$ cat config.mk
export PLATFORM = sky130hd
export DESIGN_NAME = rcwd_top
export DESIGN_NICKNAME = d
export VERILOG_FILES = /design/src/logic/rcwd_pkg.sv /design/src/logic/rcwd_top.sv
export SDC_FILE = /design/constraint.sdc
export NUM_CORES = 1
export LEC_CHECK = 0
export ABC_AREA = 1
export BUFFER_PORTS_ARGS = -buffer_cell sky130_fd_sc_hd__buf_2
export CORE_MARGIN = 5
export CORE_UTILIZATION = 55
export CTS_CLUSTER_SIZE = 12
export DETAILED_ROUTE_END_ITERATION = 16
export PLACE_DENSITY = 0.85
export RECOVER_POWER = 50
export SLEW_MARGIN = 20
export SYNTH_ARGS = -nofsm -noshare
export SYNTH_HDL_FRONTEND = slang
export SYNTH_SLANG_ARGS = --single-unit
$ cat constraint.sdc
create_clock -name clock_i -period 1.9 [get_ports clock_i]
set_clock_uncertainty 0.05 [all_clocks]
set_input_delay 0.095 -clock clock_i [delete_from_list [all_inputs] [get_ports clock_i]]
set_output_delay 0.095 -clock clock_i [all_outputs]
set_load 0.05 [all_outputs]
$ cat src/logic/rcwd_pkg.sv
package rcwd_pkg;
    // Register map, one 8-bit register per word offset
    localparam logic [3:0] RCWD_OFS_CAUSE = 4'h0;
    localparam logic [3:0] RCWD_OFS_CLOCK = 4'h4;
    // Reset cause control field positions
    localparam int RCWD_BIT_IRQ_PRIO = 7;
    localparam int RCWD_BIT_SOFT_BOR = 6;
    localparam int RCWD_BIT_RESET_INSTR = 4;
    localparam int RCWD_BIT_WDT_EXP = 3;
    localparam int RCWD_BIT_POWERDOWN = 2;
    localparam int RCWD_BIT_POR = 1;
    localparam int RCWD_BIT_BOR = 0;
    localparam logic [7:0] RCWD_CAUSE_RESET = 8'h5C;
    localparam logic [1:0] RCWD_BOR_SOFT_MODE = 2'b01;
    // Fast oscillator frequency select; code 3'h4 stands for 1 MHz
    localparam logic [2:0] RCWD_FOSC_SEL_RESET = 3'h4;
    // Timing
    localparam int RCWD_CLK_HZ = 40_000_000;
    localparam int RCWD_OST_CYCLES = 1024;
    localparam int RCWD_PLL_WAIT_US = 2000;
    localparam int RCWD_PLL_CYCLES = RCWD_PLL_WAIT_US * (RCWD_CLK_HZ / 1_000_000);
    localparam int RCWD_CPU_WAKE_CYCLES = 4;
    localparam int RCWD_FOSC_SETTLE_CYCLES = 40;
    localparam int RCWD_PIN_FILTER_CYCLES = 4;

    typedef enum logic [2:0] {
        RCWD_OSC_LP = 3'b000,
        RCWD_OSC_XT = 3'b001,
        RCWD_OSC_HS = 3'b010,
        RCWD_OSC_HIGH_SPEED_PLL_CRYSTAL = 3'b011,
        RCWD_OSC_EXT = 3'b100,
        RCWD_OSC_RC = 3'b101,
        RCWD_OSC_FAST = 3'b110,
        RCWD_OSC_SLOW = 3'b111
    } rcwd_osc_e;

    typedef enum logic [1:0] {
        RCWD_SRC_PRIMARY = 2'b00,
        RCWD_SRC_SECONDARY = 2'b01,
        RCWD_SRC_INTERNAL = 2'b10,
        RCWD_SRC_NONE = 2'b11
    } rcwd_src_e;

    typedef struct packed {
        logic por;
        logic bor;
        logic pin_run;
        logic pin_pm;
        logic wdt;
        logic reset_instr;
        logic stack_full;
        logic stack_under;
    } rcwd_cause_s;

    typedef struct packed {
        logic wake;
        logic sleep_instr;
        logic wdt_clear_instr;
        logic wdt_timeout;
    } rcwd_event_s;
endpackage : rcwd_pkg

$ cat src/logic/rcwd_top.sv
`timescale 1ns/10ps
// Operation
// - Primary idle wake skips oscillator start-up count
// - Non-crystal primary skips oscillator start-up count
// - Every wake waits CPU delay, then resumes
// - Start-up counts 1024 cycles; PLL waits 2 ms
// - PLL crystal wake: start-up plus PLL wait
// - Fast oscillator wake runs on, flags settled
// - CPU delay runs parallel with other delays
// - Reset sets fast oscillator to 1 MHz
// - Eight reset causes accepted; only four are distinguished
// - Bit 7 enables interrupt priority, resets 0
// - Bit 6 soft brown-out only in mode 01
// - Bit 5 always reads zero
// - Bit 4 cleared by reset instruction
// - Bit 3 set power/clear/sleep, cleared by timeout
// - Bit 2 set power/clear, cleared by sleep
// - Bit 1 cleared by power-on, firmware sets
// - Bit 0 cleared by brown-out, firmware sets
// - Brown-out bit clears on power-on, and on brown-out unless mode 00 or soft mode with bit 6 clear
// - Low pin requests reset; short pulses filtered
// - Internal resets never drive the pin
// - Disabled pin is a plain input
module rcwd_top
    import rcwd_pkg::*;
#(
    parameter int PLL_CYCLES = RCWD_PLL_CYCLES,
    parameter int PIN_FILTER = RCWD_PIN_FILTER_CYCLES
) (
    input wire logic clock_i,
    input wire logic srst_i,
    input wire logic [3:0] addr_i,
    input wire logic [7:0] wdata_i,
    input wire logic wr_i,
    input wire logic rd_i,
    output logic [7:0] rdata_o,
    input wire logic osc_tick_i,
    input wire rcwd_osc_e primary_mode_i,
    input wire rcwd_src_e wake_source_i,
    input wire logic primary_clock_idle_i,
    input wire rcwd_event_s event_i,
    input wire rcwd_cause_s cause_i,
    input wire logic [1:0] brownout_config_mode_i,
    input wire logic external_reset_pin_enable_i,
    input wire logic external_reset_pin_n_i,
    output logic external_reset_pin_o,
    output logic external_reset_pin_oe_o,
    output logic pin_reset_req_o,
    output logic pin_level_o,
    output logic cpu_run_o,
    output logic primary_clock_ready_flag_o,
    output logic internal_osc_stable_flag_o,
    output logic soft_brownout_enable_o,
    output logic irq_priority_enable_o,
    output logic [2:0] fast_osc_sel_o
);
    typedef enum logic [1:0] {
        RCWD_ST_IDLE = 2'b00,
        RCWD_ST_OST = 2'b01,
        RCWD_ST_PLL = 2'b10,
        RCWD_ST_DONE = 2'b11
    } rcwd_state_e;

    function automatic logic is_crystal(input rcwd_osc_e m);
        is_crystal = (m == RCWD_OSC_LP) || (m == RCWD_OSC_XT) || (m == RCWD_OSC_HS) || (m == RCWD_OSC_HIGH_SPEED_PLL_CRYSTAL);
    endfunction : is_crystal

    localparam logic [21:0] PLL_LAST = 22'(PLL_CYCLES - 1);
    localparam logic [21:0] OST_LAST = 22'(RCWD_OST_CYCLES - 1);
    localparam logic [2:0] CPU_LAST = 3'(RCWD_CPU_WAKE_CYCLES - 1);
    localparam logic [5:0] FOSC_LAST = 6'(RCWD_FOSC_SETTLE_CYCLES - 1);
    localparam logic [2:0] FILT_LAST = 3'(PIN_FILTER - 1);

    // Pin synchroniser; only stages two and three are compared
    logic pin_s1, pin_s2, pin_s3, pin_filt;
    logic [2:0] filt_cnt;
    wire pin_agree = (pin_s2 == pin_s3);
    wire pin_differs = pin_agree && (pin_s3 != pin_filt);
    always_ff @(posedge clock_i) begin
        if (srst_i) begin
            pin_s1 <= 1'b1;
            pin_s2 <= 1'b1;
            pin_s3 <= 1'b1;
        end else begin
            pin_s1 <= external_reset_pin_n_i;
            pin_s2 <= pin_s1;
            pin_s3 <= pin_s2;
        end
    end
    // A change must hold for the whole filter span before it counts
    always_ff @(posedge clock_i) begin
        if (srst_i) begin
            filt_cnt <= 3'h0;
            pin_filt <= 1'b1;
        end else if (!pin_differs) begin
            filt_cnt <= 3'h0;
        end else if (filt_cnt == FILT_LAST) begin
            filt_cnt <= 3'h0;
            pin_filt <= pin_s3;
        end else begin
            filt_cnt <= filt_cnt + 3'h1;
        end
    end
    wire next_pin_req = external_reset_pin_enable_i && !pin_filt;
    always_ff @(posedge clock_i) begin
        if (srst_i) begin
            pin_reset_req_o <= 1'b0;
            pin_level_o <= 1'b1;
            external_reset_pin_o <= 1'b0;
            external_reset_pin_oe_o <= 1'b0;
        end else begin
            pin_reset_req_o <= next_pin_req;
            pin_level_o <= pin_filt;
            external_reset_pin_o <= 1'b0;
            external_reset_pin_oe_o <= 1'b0;
        end
    end

    // Wake sequencing
    rcwd_state_e state;
    logic [21:0] tmr;
    logic [2:0] cpu_cnt;
    logic cpu_wait;
    logic [5:0] fosc_cnt;
    logic fosc_settling;
    wire skip_ost = primary_clock_idle_i || !is_crystal(primary_mode_i) ||
                    (wake_source_i == RCWD_SRC_PRIMARY);
    wire into_fast = (primary_mode_i == RCWD_OSC_FAST) && (wake_source_i != RCWD_SRC_INTERNAL);
    wire need_pll = (primary_mode_i == RCWD_OSC_HIGH_SPEED_PLL_CRYSTAL);
    wire osc_done = osc_tick_i && (tmr == OST_LAST);
    always_ff @(posedge clock_i) begin
        if (srst_i) begin
            state <= RCWD_ST_IDLE;
            tmr <= 22'h0;
            primary_clock_ready_flag_o <= 1'b0;
        end else begin
            case (state)
                RCWD_ST_IDLE: begin
                    if (event_i.wake && !skip_ost) begin
                        state <= RCWD_ST_OST;
                        tmr <= 22'h0;
                        primary_clock_ready_flag_o <= 1'b0;
                    end else if (event_i.wake && is_crystal(primary_mode_i)) begin
                        primary_clock_ready_flag_o <= 1'b1;
                    end
                end
                RCWD_ST_OST: begin
                    if (osc_tick_i) begin
                        tmr <= tmr + 22'h1;
                    end
                    if (osc_done) begin
                        tmr <= 22'h0;
                        state <= need_pll ? RCWD_ST_PLL : RCWD_ST_DONE;
                    end
                end
                RCWD_ST_PLL: begin
                    tmr <= tmr + 22'h1;
                    if (tmr == PLL_LAST) begin
                        state <= RCWD_ST_DONE;
                    end
                end
                RCWD_ST_DONE: begin
                    primary_clock_ready_flag_o <= 1'b1;
                    state <= RCWD_ST_IDLE;
                end
                default: state <= RCWD_ST_IDLE;
            endcase
        end
    end
    // CPU delay starts at the wake, independent of the oscillator wait
    always_ff @(posedge clock_i) begin
        if (srst_i) begin
            cpu_wait <= 1'b0;
            cpu_cnt <= 3'h0;
            cpu_run_o <= 1'b1;
        end else if (event_i.wake) begin
            cpu_wait <= 1'b1;
            cpu_cnt <= 3'h0;
            cpu_run_o <= 1'b0;
        end else if (event_i.sleep_instr) begin
            cpu_run_o <= 1'b0;
        end else if (cpu_wait) begin
            cpu_cnt <= cpu_cnt + 3'h1;
            if (cpu_cnt == CPU_LAST) begin
                cpu_wait <= 1'b0;
                cpu_run_o <= 1'b1;
            end
        end
    end
    always_ff @(posedge clock_i) begin
        if (srst_i) begin
            fosc_settling <= 1'b0;
            fosc_cnt <= 6'h0;
            internal_osc_stable_flag_o <= 1'b0;
        end else if (event_i.wake && into_fast) begin
            fosc_settling <= 1'b1;
            fosc_cnt <= 6'h0;
            internal_osc_stable_flag_o <= 1'b0;
        end else if (fosc_settling) begin
            fosc_cnt <= fosc_cnt + 6'h1;
            if (fosc_cnt == FOSC_LAST) begin
                fosc_settling <= 1'b0;
                internal_osc_stable_flag_o <= 1'b1;
            end
        end
    end

    // Reset cause register; hardware events win over a firmware write
    logic [7:0] cause;
    logic [2:0] fosc_sel;
    wire wr_cause = wr_i && (addr_i == RCWD_OFS_CAUSE);
    wire wr_clock = wr_i && (addr_i == RCWD_OFS_CLOCK);
    wire soft_mode = (brownout_config_mode_i == RCWD_BOR_SOFT_MODE);
    wire bor_active = (brownout_config_mode_i != 2'b00) && (!soft_mode || cause[RCWD_BIT_SOFT_BOR]);
    wire any_reset = |cause_i;
    wire [7:0] cause_view = {cause[7], cause[6] & soft_mode, 1'b0, cause[4:0]};
    wire [7:0] next_rdata = (addr_i == RCWD_OFS_CAUSE) ? cause_view :
                            (addr_i == RCWD_OFS_CLOCK) ? {5'h00, fosc_sel} : 8'h00;
    logic [7:0] next_cause;
    always_comb begin
        next_cause = cause;
        if (wr_cause) begin
            next_cause = {wdata_i[7:6], 1'b0, wdata_i[4:0]};
            next_cause[RCWD_BIT_WDT_EXP] = cause[RCWD_BIT_WDT_EXP];
            next_cause[RCWD_BIT_POWERDOWN] = cause[RCWD_BIT_POWERDOWN];
        end
        if (any_reset) begin
            next_cause[RCWD_BIT_IRQ_PRIO] = 1'b0;
        end
        if (event_i.wdt_clear_instr) begin
            next_cause[RCWD_BIT_WDT_EXP] = 1'b1;
            next_cause[RCWD_BIT_POWERDOWN] = 1'b1;
        end
        if (event_i.sleep_instr) begin
            next_cause[RCWD_BIT_WDT_EXP] = 1'b1;
            next_cause[RCWD_BIT_POWERDOWN] = 1'b0;
        end
        if (event_i.wdt_timeout || cause_i.wdt) begin
            next_cause[RCWD_BIT_WDT_EXP] = 1'b0;
        end
        if (cause_i.reset_instr) begin
            next_cause[RCWD_BIT_RESET_INSTR] = 1'b0;
        end
        if (cause_i.por) begin
            next_cause = RCWD_CAUSE_RESET;
            next_cause[RCWD_BIT_POR] = 1'b0;
            next_cause[RCWD_BIT_BOR] = 1'b0;
        end
        if (cause_i.bor && bor_active) begin
            next_cause[RCWD_BIT_BOR] = 1'b0;
        end
    end
    always_ff @(posedge clock_i) begin
        if (srst_i) begin
            cause <= RCWD_CAUSE_RESET;
            fosc_sel <= RCWD_FOSC_SEL_RESET;
        end else begin
            cause <= next_cause;
            if (any_reset) begin
                fosc_sel <= RCWD_FOSC_SEL_RESET;
            end else if (wr_clock) begin
                fosc_sel <= wdata_i[2:0];
            end
        end
    end
    always_ff @(posedge clock_i) begin
        if (srst_i) begin
            rdata_o <= 8'h00;
            soft_brownout_enable_o <= 1'b0;
            irq_priority_enable_o <= 1'b0;
            fast_osc_sel_o <= RCWD_FOSC_SEL_RESET;
        end else begin
            rdata_o <= rd_i ? next_rdata : 8'h00;
            soft_brownout_enable_o <= cause[RCWD_BIT_SOFT_BOR] & soft_mode;
            irq_priority_enable_o <= cause[RCWD_BIT_IRQ_PRIO];
            fast_osc_sel_o <= fosc_sel;
        end
    end
endmodule : rcwd_top

==> impl_metrics.prom, run 1 <==
# TYPE chip_impl_metric gauge
chip_impl_info{name="run_status",value="complete, no violations"} 1
chip_impl_metric{name="setup_violating_endpoint_count_in_the_final_report",unit=""} 0
chip_impl_info{name="root_buffer_cell",value="sky130_fd_sc_hd__clkbuf_8"} 1
chip_impl_metric{name="design_area",unit="µm²"} 4060
chip_impl_info{name="synth.cells.most_frequent",value="84 x sky130_fd_sc_hd__nor2_1, 79 x sky130_fd_sc_hd__inv_1, 76 x sky130_fd_sc_hd__nand2_1"} 1
chip_impl_metric{name="avgRoutedWirePerCell",unit="µm"} 12.63
chip_impl_metric{name="postRouteAntennaNets",unit=""} 0
chip_impl_metric{name="htree_num_levels",unit=""} 3
chip_impl_metric{name="design.final.nets",unit=""} 601
chip_impl_info{name="tritoncts",value="built"} 1
chip_impl_metric{name="die_area",unit="µm²"} 7663
chip_impl_metric{name="floorplan.io_pins",unit=""} 59
chip_impl_metric{name="postSynthCellCount",unit=""} 469
chip_impl_info{name="synth_area_leader_cell",value="sky130_fd_sc_hd__dfxtp_1"} 1
chip_impl_metric{name="clk_path_buf_depth",unit=""} 2
chip_impl_info{name="top_count_cell_post_synth",value="sky130_fd_sc_hd__nor2_1"} 1
chip_impl_metric{name="first_global_vias",unit=""} 3191
chip_impl_metric{name="synth_area_per_cell",unit="µm²"} 7.051
chip_impl_info{name="setup.worst_path.end_class",value="register"} 1
chip_impl_metric{name="synth.ff_latch_count",unit=""} 69
chip_impl_metric{name="powerDensity",unit="nW/µm²"} 932.8
chip_impl_metric{name="avgViaCountPerCell",unit=""} 5.046
chip_impl_metric{name="grt_first_pass_wirelength",unit="µm"} 13680
chip_impl_metric{name="post-route-worst-setup-slack",unit="ps"} 176.8
chip_impl_metric{name="yosys.cell_types.count",unit=""} 35
chip_impl_info{name="dominantRegCellSynth",value="sky130_fd_sc_hd__dfxtp_1"} 1
chip_impl_metric{name="cts_inserted_buffers",unit=""} 9
chip_impl_metric{name="fillers",unit=""} 472
chip_impl_metric{name="switching_share_of_power",unit=""} 0.3383
chip_impl_metric{name="cts_num_sinks",unit=""} 69
chip_impl_metric{name="global_route.overflow_total",unit=""} 0
chip_impl_metric{name="drt-total-wl",unit="µm"} 7982
chip_impl_metric{name="dp_hpwl",unit="µm"} 5698
chip_impl_metric{name="std_cell_rows",unit=""} 28
chip_impl_metric{name="peakVddDrop",unit="V"} 0.0006723
chip_impl_metric{name="pwr-share-comb",unit=""} 0.271
chip_impl_info{name="worst_hold_class",value="input port to register"} 1
chip_impl_metric{name="fin_setup_tns",unit="ps"} 0
chip_impl_metric{name="cap_viol_max_count",unit=""} 0
chip_impl_metric{name="power.sequential.fraction",unit=""} 0.408
chip_impl_metric{name="route.vias.total",unit=""} 3189
chip_impl_metric{name="initial_core_util",unit=""} 0.5619
chip_impl_metric{name="synth_enable_flop_cells",unit=""} 0
chip_impl_metric{name="worst_ep_required_time",unit="ps"} 2090
chip_impl_metric{name="drc_marker_count_from_the_first_detailed_route_iteration",unit=""} 201
chip_impl_metric{name="cellLeakagePower",unit="nW"} 1.764
chip_impl_info{name="crit_type",value="register to register"} 1
chip_impl_metric{name="synth.cell_area",unit="µm²"} 3307
chip_impl_info{name="rsz0062_at_grt",value="false"} 1
chip_impl_metric{name="dpl_cell_area",unit="µm²"} 3656
chip_impl_metric{name="clkSlewWorstSetupHoldPaths",unit="ps"} 70
chip_impl_metric{name="fp.dieH",unit="µm"} 87.54
chip_impl_metric{name="grt_util_all_layers",unit=""} 0.2270
chip_impl_metric{name="fin_crit_sh",unit=""} 0.9069
chip_impl_metric{name="sequential_area_share_after_synthesis",unit=""} 0.4177
chip_impl_metric{name="num_antenna_cells",unit=""} 0
chip_impl_metric{name="p_int",unit="mW"} 2.506
chip_impl_metric{name="critical_path_arrival",unit="ps"} 1910
chip_impl_metric{name="synth_top_area_frac",unit=""} 0.4177
chip_impl_info{name="critical_path_source_type",value="register"} 1
chip_impl_metric{name="crit_fanout",unit=""} 15
chip_impl_metric{name="asyncSetResetFlopFracSynth",unit=""} 0
chip_impl_metric{name="slew_viol_final",unit=""} 0
chip_impl_metric{name="clockPowerShare",unit=""} 0.322
chip_impl_metric{name="portBuffers",unit=""} 53
chip_impl_metric{name="final-hold-violation-count",unit=""} 0
chip_impl_metric{name="syn_to_final_growth",unit="%"} 22.78
chip_impl_metric{name="tightest_slew",unit="ps"} 810.5
chip_impl_metric{name="maxSlewHeadroom",unit=""} 0.4597
chip_impl_metric{name="synthesis.yosys.warnings",unit=""} 0
chip_impl_metric{name="area_of_the_core_region",unit="µm²"} 5886
chip_impl_metric{name="switching_power_total",unit="mW"} 1.281
chip_impl_metric{name="grt_max_degree",unit=""} 17
chip_impl_metric{name="post-route-min-period",unit="ps"} 1723
chip_impl_metric{name="drt_pre_antenna_iters",unit=""} 4
chip_impl_metric{name="report.power.total",unit="mW"} 3.787
chip_impl_info{name="netlist_top_cells_area",value="sky130_fd_sc_hd__dfxtp_1 42%, sky130_fd_sc_hd__nor2_1 9.5%, sky130_fd_sc_hd__inv_1 9.0%"} 1
chip_impl_metric{name="place_congestion",unit=""} 0.9419
chip_impl_metric{name="drt_drc_violations_left",unit=""} 0
chip_impl_metric{name="achievable-frequency",unit="GHz"} 0.5803
chip_impl_metric{name="clock_latency",unit="ps"} 350
chip_impl_metric{name="place_worst_setup_slack",unit="ps"} 58.09
chip_impl_metric{name="grt_antenna_before_repair",unit=""} 0
chip_impl_metric{name="die_width",unit="µm"} 87.54
chip_impl_metric{name="post_route_cells_drive_above_1_share",unit=""} 0.1508
## logic make-up after synthesis
kind of cell,after synthesis,synth area share
AO/OA/AOI/OAI,46,0.07681
XOR/XNOR,8,0.02119
adder cells (fa/ha/maj),10,0.03784
buffers and inverters,89,0.1086
flip-flops,69,0.4177
multiplexers,1,0.003027
other,1,0.001134
AND/OR/NAND/NOR,245,0.3337
## state kept, by name, summed over array words and instances (netlist names), 2 cells and up
signal          count
tmr                22
cause               7
rdata_o             7
fosc_cnt            6
cpu_cnt             3
fast_osc_sel_o      3
filt_cnt            3
fosc_sel            3
state               2
## power by group through the flow
stage | Clock (mW) | Sequential [mW] | Combinational (mW)
after CTS | 1.23 | 1.55 | 0.935
final | 1.22 | 1.54 | 1.03
after detailed placement | 0 | 1.58 | 0.905
after global routing | 1.31 | 1.55 | 1.14
after floorplan | 0 | 1.61 | 0.632
after global placement | 0 | 1.57 | 0.876
## routing by layer
metal | GRT usage | vias to the layer above | routed length, µm
li1 | - | 1635 | -
met4 | 0.07671 | 0 | 94
met3 | 0.07714 | 9 | 527
met2 | 0.3918 | 95 | 3885
met1 | 0.2628 | 1450 | 3474
met5 | 0 | - | 0
## cell type report
cell class / count / area [µm²] / share of cell area
clock buffers: 11 / 141.4 / 0.03482
clock inverters: 5 / 58.81 / 0.01448
inverters: 81 / 309.0 / 0.07612
multi-input cells: 313 / 1600 / 0.3941
flip-flops and latches: 69 / 1383 / 0.3405
well taps: 75 / 93.84 / 0.02311
repair buffers: 78 / 474.2 / 0.1168
## worst max-delay path, stage by stage, from the launching register on
cell,delay (ps)
sky130_fd_sc_hd__dfxtp_1,360
sky130_fd_sc_hd__ha_1,200
sky130_fd_sc_hd__nand3_1,110
sky130_fd_sc_hd__inv_1,110
sky130_fd_sc_hd__nand2_2,80
sky130_fd_sc_hd__inv_2,60
sky130_fd_sc_hd__nand3_2,50
sky130_fd_sc_hd__nand2_2,90
sky130_fd_sc_hd__nand2_2,70
sky130_fd_sc_hd__nand2_2,80
sky130_fd_sc_hd__nand2_4,90
sky130_fd_sc_hd__nand2_4,180
sky130_fd_sc_hd__nor2_1,80
## placed cells by master, fill, tap and decap left out, types with 4 or more instances in the layout
cell type and instances:
sky130_fd_sc_hd__nand2_2 8, sky130_fd_sc_hd__nand4_1 12, sky130_fd_sc_hd__nand3_1 32, sky130_fd_sc_hd__nand2_1 75, sky130_fd_sc_hd__nor2_2 4, sky130_fd_sc_hd__dfxtp_1 68
sky130_fd_sc_hd__or2_2 5, sky130_fd_sc_hd__o21ai_0 17, sky130_fd_sc_hd__clkbuf_1 20, sky130_fd_sc_hd__dlygate4sd3_1 18, sky130_fd_sc_hd__nor2_1 83, sky130_fd_sc_hd__inv_1 79
sky130_fd_sc_hd__nor3_1 9, sky130_fd_sc_hd__a21oi_1 18, sky130_fd_sc_hd__clkbuf_8 10, sky130_fd_sc_hd__buf_2 34, sky130_fd_sc_hd__ha_1 10, sky130_fd_sc_hd__buf_4 7
sky130_fd_sc_hd__xor2_1 6
## final timing paths
kind | from | endpoint | slack (ps) | depth (start not counted)
max | tmr[1] | tmr[5] | 180 | 12
min | cause_i[6] | cause[0] | 20 | 4
max reg2reg | tmr[1] | tmr[5] | 180 | 12
min reg2reg | pin_s1 | pin_s2 | 370 | 1
## metrics by stage
stage,utilization,hold slack (ps),instances
global route,0.6898,23.80,632
floorplan,-,123.1,471
CTS,0.6858,1.166,630
detailed placement,0.6212,234.9,596
global placement,0.6212,235.7,596
finish,0.6898,15.69,632
## what timing repair did
| action | CTS | global route |
|---|---|---|
| hold buffers | 18 | 0 |
| gates resized for setup | 0 | 9 |
| setup buffers | 0 | 2 |
| endpoints found under the setup margin | 0 | 19 |
| endpoints found under the hold margin | 14 | 0 |
(Power assumes the default switching activity.)
==> run 2: changes to the inputs <==
--- a/config.mk
+++ b/config.mk
@@ -5,7 +5,6 @@
 export SDC_FILE = /design/constraint.sdc
 export NUM_CORES = 1
 export LEC_CHECK = 0
-export ABC_AREA = 1
 export BUFFER_PORTS_ARGS = -buffer_cell sky130_fd_sc_hd__buf_2
 export CORE_MARGIN = 5
 export CORE_UTILIZATION = 55
==> run 2 against run 1 <==
Critical endpoint is now tmr[20]. Largest power group unchanged. Critical path type unchanged. The run now ends with setup timing left. Sequential share of layout area decreased by 0.77 points. Setup slack worse by 210 ps. Area after synthesis decreased by 6.5%.
==> impl_metrics.prom, run 2 <==
# TYPE chip_impl_metric gauge
chip_impl_metric{name="fillers",unit=""} 346
chip_impl_metric{name="syn_to_final_growth",unit="%"} 35.28
chip_impl_metric{name="dp_hpwl",unit="µm"} 5193
chip_impl_metric{name="grt_max_degree",unit=""} 26
chip_impl_metric{name="die_area",unit="µm²"} 7223
chip_impl_metric{name="report.power.total",unit="mW"} 3.873
chip_impl_metric{name="powerDensity",unit="nW/µm²"} 925.7
chip_impl_metric{name="fin_crit_sh",unit=""} 1.020
chip_impl_metric{name="cap_viol_max_count",unit=""} 0
chip_impl_info{name="dominantRegCellSynth",value="sky130_fd_sc_hd__dfxtp_1"} 1
chip_impl_metric{name="post-route-worst-setup-slack",unit="ps"} -37.54
chip_impl_metric{name="design.final.nets",unit=""} 490
chip_impl_metric{name="htree_num_levels",unit=""} 3
chip_impl_metric{name="initial_core_util",unit=""} 0.5652
chip_impl_metric{name="avgViaCountPerCell",unit=""} 5.911
chip_impl_metric{name="place_worst_setup_slack",unit="ps"} -66.66
chip_impl_metric{name="postRouteAntennaNets",unit=""} 0
chip_impl_metric{name="avgRoutedWirePerCell",unit="µm"} 17.61
chip_impl_metric{name="peakVddDrop",unit="V"} 0.0005471
chip_impl_metric{name="final_core_utilization",unit=""} 0.7645
chip_impl_info{name="synth_area_leader_cell",value="sky130_fd_sc_hd__dfxtp_1"} 1
chip_impl_metric{name="drc_marker_count_from_the_first_detailed_route_iteration",unit=""} 251
chip_impl_metric{name="first_global_vias",unit=""} 2992
chip_impl_info{name="tritoncts",value="built"} 1
chip_impl_metric{name="drt_drc_violations_left",unit=""} 0
chip_impl_metric{name="achievable-frequency",unit="GHz"} 0.5161
chip_impl_metric{name="die_width",unit="µm"} 84.99
chip_impl_metric{name="std_cell_rows",unit=""} 27
chip_impl_metric{name="crit_fanout",unit=""} 4
chip_impl_metric{name="final-hold-violation-count",unit=""} 0
chip_impl_metric{name="post-route-min-period",unit="ps"} 1938
chip_impl_metric{name="area_of_the_core_region",unit="µm²"} 5473
chip_impl_metric{name="route.vias.total",unit=""} 3062
chip_impl_metric{name="place_congestion",unit=""} 0.9357
chip_impl_metric{name="clkSlewWorstSetupHoldPaths",unit="ps"} 80
chip_impl_info{name="worst_hold_class",value="input port to register"} 1
chip_impl_metric{name="synthesis.yosys.warnings",unit=""} 0
chip_impl_metric{name="drt_pre_antenna_iters",unit=""} 5
chip_impl_metric{name="global_route.overflow_total",unit=""} 0
chip_impl_info{name="top_count_cell_post_synth",value="sky130_fd_sc_hd__dfxtp_1"} 1
chip_impl_metric{name="dpl.cell_count",unit=""} 477
chip_impl_info{name="critical_path_source_type",value="register"} 1
chip_impl_metric{name="cellLeakagePower",unit="nW"} 1.651
chip_impl_metric{name="floorplan.io_pins",unit=""} 59
chip_impl_info{name="largestRegisters",value="tmr: 22 flops, cause: 7 flops, rdata_o: 7 flops"} 1
chip_impl_info{name="netlist_top_cells_area",value="sky130_fd_sc_hd__dfxtp_1 45%, sky130_fd_sc_hd__nor2_1 5.2%, sky130_fd_sc_hd__xor2_1 4.2%"} 1
chip_impl_metric{name="clk_path_buf_depth",unit=""} 2
chip_impl_metric{name="postSynthCellCount",unit=""} 334
chip_impl_metric{name="tightest_slew",unit="ps"} 1122
chip_impl_metric{name="multi_input_area",unit="µm²"} 1717
chip_impl_metric{name="setup_violating_endpoint_count_in_the_final_report",unit=""} 5
chip_impl_metric{name="cts_inserted_buffers",unit=""} 9
chip_impl_metric{name="post_route_cells_drive_above_1_share",unit=""} 0.3161
chip_impl_info{name="synth.cells.most_frequent",value="69 x sky130_fd_sc_hd__dfxtp_1, 43 x sky130_fd_sc_hd__nor2_1, 18 x sky130_fd_sc_hd__a21oi_1"} 1
chip_impl_metric{name="synth_area_per_cell",unit="µm²"} 9.260
chip_impl_metric{name="slew_viol_final",unit=""} 0
chip_impl_info{name="root_buffer_cell",value="sky130_fd_sc_hd__clkbuf_8"} 1
chip_impl_info{name="layout.cells.most_common",value="sky130_fd_sc_hd__dfxtp_1"} 1
chip_impl_metric{name="worst-r2r-setup-slack",unit="ps"} -40
chip_impl_info{name="setup.worst_path.end_class",value="register"} 1
chip_impl_metric{name="synth.ff_latch_count",unit=""} 69
chip_impl_metric{name="num_antenna_cells",unit=""} 0
chip_impl_metric{name="largest_reg_flops",unit=""} 22
chip_impl_info{name="run_status",value="finished with violations"} 1
chip_impl_info{name="mostFrequentLayoutCells",value="62 x sky130_fd_sc_hd__dfxtp_1, 44 x sky130_fd_sc_hd__nor2_1, 40 x sky130_fd_sc_hd__buf_2"} 1
chip_impl_metric{name="yosys.cell_types.count",unit=""} 54
chip_impl_metric{name="synth_top_area_frac",unit=""} 0.4466
chip_impl_metric{name="asyncSetResetFlopFracSynth",unit=""} 0
chip_impl_metric{name="synth_enable_flop_cells",unit=""} 0
chip_impl_metric{name="worst_ep_required_time",unit="ps"} 2140
chip_impl_metric{name="grt_util_all_layers",unit=""} 0.2389
chip_impl_metric{name="portBuffers",unit=""} 53
chip_impl_metric{name="cts_num_sinks",unit=""} 69
chip_impl_metric{name="maxSlewHeadroom",unit=""} 0.2518
chip_impl_metric{name="grt_first_pass_wirelength",unit="µm"} 13740
chip_impl_metric{name="layout.area.seq",unit="µm²"} 1393
chip_impl_metric{name="drt-total-wl",unit="µm"} 9123
chip_impl_metric{name="clock_latency",unit="ps"} 350
chip_impl_metric{name="critical_path_arrival",unit="ps"} 2180
chip_impl_info{name="register_with_the_most_flip_flops",value="tmr"} 1
chip_impl_metric{name="synth.cell_area",unit="µm²"} 3093
chip_impl_info{name="rsz0062_at_grt",value="true"} 1
chip_impl_metric{name="fp.dieH",unit="µm"} 84.99
chip_impl_metric{name="grt_antenna_before_repair",unit=""} 0
chip_impl_info{name="crit_type",value="register to register"} 1
chip_impl_metric{name="sequential_area_share_after_synthesis",unit=""} 0.4466
chip_impl_metric{name="finalNonFillerCells",unit=""} 518
chip_impl_info{name="failed_checks",value="setup timing"} 1
run 2: timing repair:
| item | CTS | global route |
|---|---|---|
| setup endpoints to repair | 23 | 24 |
| gates resized for setup | 12 | 24 |
| pin swaps | 5 | 17 |
| cloned | 0 | 0 |
| endpoints found under the hold margin | 14 | 0 |
| hold buffers | 16 | 0 |
| buffers inserted | 3 | 6 |
run 2: area by class of cell:
type | count | share of cell area
tap | 72 | 0.02153
timing repair buffer | 108 | 0.1717
inverter | 10 | 0.01017
clock buffer | 10 | 0.03289
sequential | 69 | 0.3328
clock inverter | 6 | 0.02063
multi-input combinational | 243 | 0.4103
run 2: stage by stage:
step | TNS, ps | hold slack (ps) | instance area [µm²]
6_report | -143.4 | 24.97 | 4184
5_1_grt | -720.9 | 17.99 | 4184
4_1_cts | -476.1 | 11.81 | 4083
3_5_place_dp | -1327 | 238.6 | 3612
3_3_place_gp | -876.8 | 233.7 | 3612
2_1_floorplan | 0 | 121.6 | 3108
run 2: per-layer routing:
layer  track usage  vias to the layer above  wire length [µm]
li1              -                     1402                 -
met1        0.2670                     1415              3412
met2        0.4040                      182              4473
met3       0.05728                       63               695
met4        0.1540                        0               541
met5             0                        -                 0
run 2: kinds of logic (layout without fill, tap and decap cells):
family | after synthesis | after routing | synth area share
AOI/OAI and AO/OA | 52 | 52 | 0.1165
xor gates and xnor gates | 18 | 18 | 0.05097
adders and majority gates | 10 | 10 | 0.04045
muxes | 12 | 12 | 0.03884
other | 1 | 3 | 0.001212
buffers and inverters | 24 | 134 | 0.04086
DFF | 69 | 69 | 0.4466
and+or+nand+nor | 148 | 148 | 0.2646
run 2: path summary, 6_finish.rpt:
check / depth (start not counted) / startpoint / to
worst max-delay path: 8 / state[1] / tmr[20]
worst min-delay path: 3 / event_i[3] / cpu_cnt[1]
worst max register to register: 8 / state[1] / tmr[20]
worst min register to register: 1 / pin_s1 / pin_s2
run 2: report_power, final:
| group | switching (mW) | leakage (nW) | internal (mW) |
|---|---|---|---|
| registers | 0.0550 | 0.563 | 1.50 |
| clock network | 0.572 | 0.112 | 0.772 |
| logic | 0.556 | 0.976 | 0.417 |
| total | 1.18 | 1.65 | 2.69 |
run 2: worst max-delay path, stage by stage, from the launching register on:
cell and delay [ps]:
sky130_fd_sc_hd__dfxtp_2 350, sky130_fd_sc_hd__inv_4 90, sky130_fd_sc_hd__ha_4 160, sky130_fd_sc_hd__buf_4 140
sky130_fd_sc_hd__o21a_1 200, sky130_fd_sc_hd__o41ai_4 100, sky130_fd_sc_hd__buf_4 170, sky130_fd_sc_hd__or4_4 510
sky130_fd_sc_hd__a21oi_2 120
==> run 3: changes to the inputs <==
--- a/config.mk
+++ b/config.mk
@@ -8,6 +8,7 @@
 export BUFFER_PORTS_ARGS = -buffer_cell sky130_fd_sc_hd__buf_2
 export CORE_MARGIN = 5
 export CORE_UTILIZATION = 55
+export CTS_BUF_LIST = sky130_fd_sc_hd__clkbuf_4
 export CTS_CLUSTER_SIZE = 12
 export DETAILED_ROUTE_END_ITERATION = 16
 export PLACE_DENSITY = 0.85
==> run 3 against run 2 <==
The flow still finishes with violations (setup timing). Fmax grew 0.25%. Design area is 1.9% lower. Clock power is 20% lower. Clock-buffer cell count shrank 1. Critical path depth shrank 2. Largest power group unchanged.
==> impl_metrics.prom, run 3 (synthesized netlist as in run 2, its figures left out) <==
# TYPE chip_impl_metric gauge
chip_impl_info{name="largestRegisters",value="tmr: 22 flops, cause: 7 flops, rdata_o: 7 flops"} 1
chip_impl_metric{name="portBuffers",unit=""} 53
chip_impl_metric{name="met3WireLength",unit="µm"} 620
chip_impl_metric{name="clock_latency",unit="ps"} 430
chip_impl_metric{name="drt_drc_violations_left",unit=""} 0
chip_impl_info{name="critical_path_source_type",value="register"} 1
chip_impl_metric{name="ff2ff_path_depth",unit=""} 6
chip_impl_metric{name="achievable-frequency",unit="GHz"} 0.5174
chip_impl_metric{name="floorplan.io_pins",unit=""} 59
chip_impl_metric{name="initial_core_util",unit=""} 0.5652
chip_impl_metric{name="fin_crit_sh",unit=""} 1.017
chip_impl_metric{name="route.vias.total",unit=""} 3000
chip_impl_info{name="worst_hold_class",value="input port to register"} 1
chip_impl_metric{name="avgViaCountPerCell",unit=""} 5.747
chip_impl_metric{name="avgRoutedWirePerCell",unit="µm"} 17.00
chip_impl_info{name="mostFrequentLayoutCells",value="63 x sky130_fd_sc_hd__dfxtp_1, 43 x sky130_fd_sc_hd__nor2_1, 36 x sky130_fd_sc_hd__buf_2"} 1
chip_impl_metric{name="grt_first_pass_wirelength",unit="µm"} 13770
chip_impl_metric{name="dp_hpwl",unit="µm"} 5193
chip_impl_metric{name="largest_reg_flops",unit=""} 22
chip_impl_metric{name="first_global_vias",unit=""} 3022
chip_impl_metric{name="peakVddDrop",unit="V"} 0.0005113
chip_impl_metric{name="post-route-worst-setup-slack",unit="ps"} -32.68
chip_impl_metric{name="cellLeakagePower",unit="nW"} 1.624
chip_impl_metric{name="cap_viol_max_count",unit=""} 0
chip_impl_metric{name="cts_num_sinks",unit=""} 69
chip_impl_metric{name="clkSlewWorstSetupHoldPaths",unit="ps"} 130
chip_impl_info{name="setup.worst_path.end_class",value="register"} 1
chip_impl_metric{name="met2WireLength",unit="µm"} 4614
chip_impl_metric{name="grt_antenna_before_repair",unit=""} 0
chip_impl_metric{name="post_route_cells_drive_above_1_share",unit=""} 0.2644
chip_impl_metric{name="area_of_the_core_region",unit="µm²"} 5473
chip_impl_info{name="root_buffer_cell",value="sky130_fd_sc_hd__clkbuf_4"} 1
chip_impl_metric{name="fp.dieH",unit="µm"} 84.99
chip_impl_metric{name="critical_path_arrival",unit="ps"} 2190
chip_impl_metric{name="slew_viol_final",unit=""} 0
chip_impl_metric{name="final-hold-violation-count",unit=""} 0
chip_impl_metric{name="grt_util_all_layers",unit=""} 0.2392
chip_impl_metric{name="fillers",unit=""} 355
chip_impl_metric{name="global_route.overflow_total",unit=""} 0
chip_impl_metric{name="whs_path_depth",unit=""} 5
chip_impl_info{name="crit_type",value="register to register"} 1
chip_impl_metric{name="crit_fanout",unit=""} 22
chip_impl_metric{name="m1WireLength",unit="µm"} 3337
chip_impl_metric{name="cts_inserted_buffers",unit=""} 9
chip_impl_info{name="rsz0062_at_grt",value="true"} 1
chip_impl_metric{name="powerDensity",unit="nW/µm²"} 849.2
chip_impl_metric{name="std_cell_rows",unit=""} 27
chip_impl_metric{name="die_area",unit="µm²"} 7223
chip_impl_info{name="run_status",value="finished with violations"} 1
chip_impl_metric{name="setup_violating_endpoint_count_in_the_final_report",unit=""} 24
chip_impl_metric{name="tightest_slew",unit="ps"} 627.4
chip_impl_metric{name="grt_max_degree",unit=""} 26
chip_impl_info{name="top_layer_used",value="met4"} 1
chip_impl_metric{name="syn_to_final_growth",unit="%"} 32.65
chip_impl_metric{name="htree_num_levels",unit=""} 3
chip_impl_metric{name="die_width",unit="µm"} 84.99
chip_impl_metric{name="place_congestion",unit=""} 0.9357
chip_impl_metric{name="final_core_utilization",unit=""} 0.7497
chip_impl_metric{name="worst_ep_required_time",unit="ps"} 2160
chip_impl_metric{name="drt-total-wl",unit="µm"} 8873
chip_impl_metric{name="design.final.nets",unit=""} 494
chip_impl_metric{name="drc_marker_count_from_the_first_detailed_route_iteration",unit=""} 207
chip_impl_metric{name="drt_pre_antenna_iters",unit=""} 5
chip_impl_metric{name="post-route-min-period",unit="ps"} 1933
chip_impl_metric{name="postRouteAntennaNets",unit=""} 0
chip_impl_metric{name="report.power.total",unit="mW"} 3.484
chip_impl_info{name="tritoncts",value="built"} 1
chip_impl_info{name="failed_checks",value="setup timing"} 1
chip_impl_info{name="register_with_the_most_flip_flops",value="tmr"} 1
chip_impl_info{name="layout.cells.most_common",value="sky130_fd_sc_hd__dfxtp_1"} 1
chip_impl_metric{name="num_antenna_cells",unit=""} 0
chip_impl_metric{name="clk_path_buf_depth",unit=""} 2
chip_impl_metric{name="maxSlewHeadroom",unit=""} 0.5836
==> run 3: per-layer routing <==
layer / track usage / up-vias
li1: - / 1402
met1: 0.2690 / 1418
met2: 0.4343 / 146
met5: 0 / -
met3: 0.04854 / 34
met4: 0.1022 / 0
==> run 3: report_power, final <==
| part | switching [mW] | internal (mW) | leakage [nW] | total [mW] |
|---|---|---|---|---|
| Combinational | 0.497 | 0.373 | 0.978 | 0.870 |
| Sequential | 0.0416 | 1.50 | 0.562 | 1.54 |
| Clock | 0.544 | 0.527 | 0.0833 | 1.07 |
==> run 3: layout make-up <==
type / count / area, µm² / area share
inverter: 10 / 37.54 / 0.009149
multi-input combinational: 243 / 1662 / 0.4050
clock inverter: 7 / 90.09 / 0.02196
sequential: 69 / 1391 / 0.3391
clock buffer: 9 / 67.56 / 0.01647
tap: 72 / 90.09 / 0.02196
timing repair buffer: 112 / 764.5 / 0.1863
==> run 3: per-stage QoR <==
stage	setup slack, ps	hold WS (ps)	instance area (µm²)	TNS (ps)	std cells
floorplan	14.53	121.6	3108	0	336
global route	-113.8	67.21	4103	-2361	522
detailed placement	-66.66	238.6	3612	-1327	477
CTS	4.604	1.582	4051	0	519
finish	-32.68	32.35	4103	-526.4	522
global placement	-43.66	233.7	3612	-876.8	477
==> run 3: repair_timing <==
item / CTS / global route
pin swaps: 1 / 3
buffers inserted: 0 / 3
hold endpoints to repair: 21 / 0
endpoints found under the setup margin: 23 / 26
hold buffers: 26 / 0
resized for setup: 7 / 11
==> run 3: worst paths after layout <==
check	end	slack [ps]	startpoint
setup reg to reg	tmr[6]	-30	tmr[12]
hold reg to reg	filt_cnt[0]	380	filt_cnt[0]
setup / recovery	tmr[6]	-30	tmr[12]
hold / removal	fosc_settling	30	wake_source_i[0]
==> run 3: critical path, stage by stage, from the launching register on <==
cell and delay (ps):
sky130_fd_sc_hd__dfxtp_1 360, sky130_fd_sc_hd__nor4_1 310, sky130_fd_sc_hd__nand2_1 160, sky130_fd_sc_hd__o41ai_4 470, sky130_fd_sc_hd__a31o_2 250, sky130_fd_sc_hd__buf_12 160
sky130_fd_sc_hd__nor2_1 60
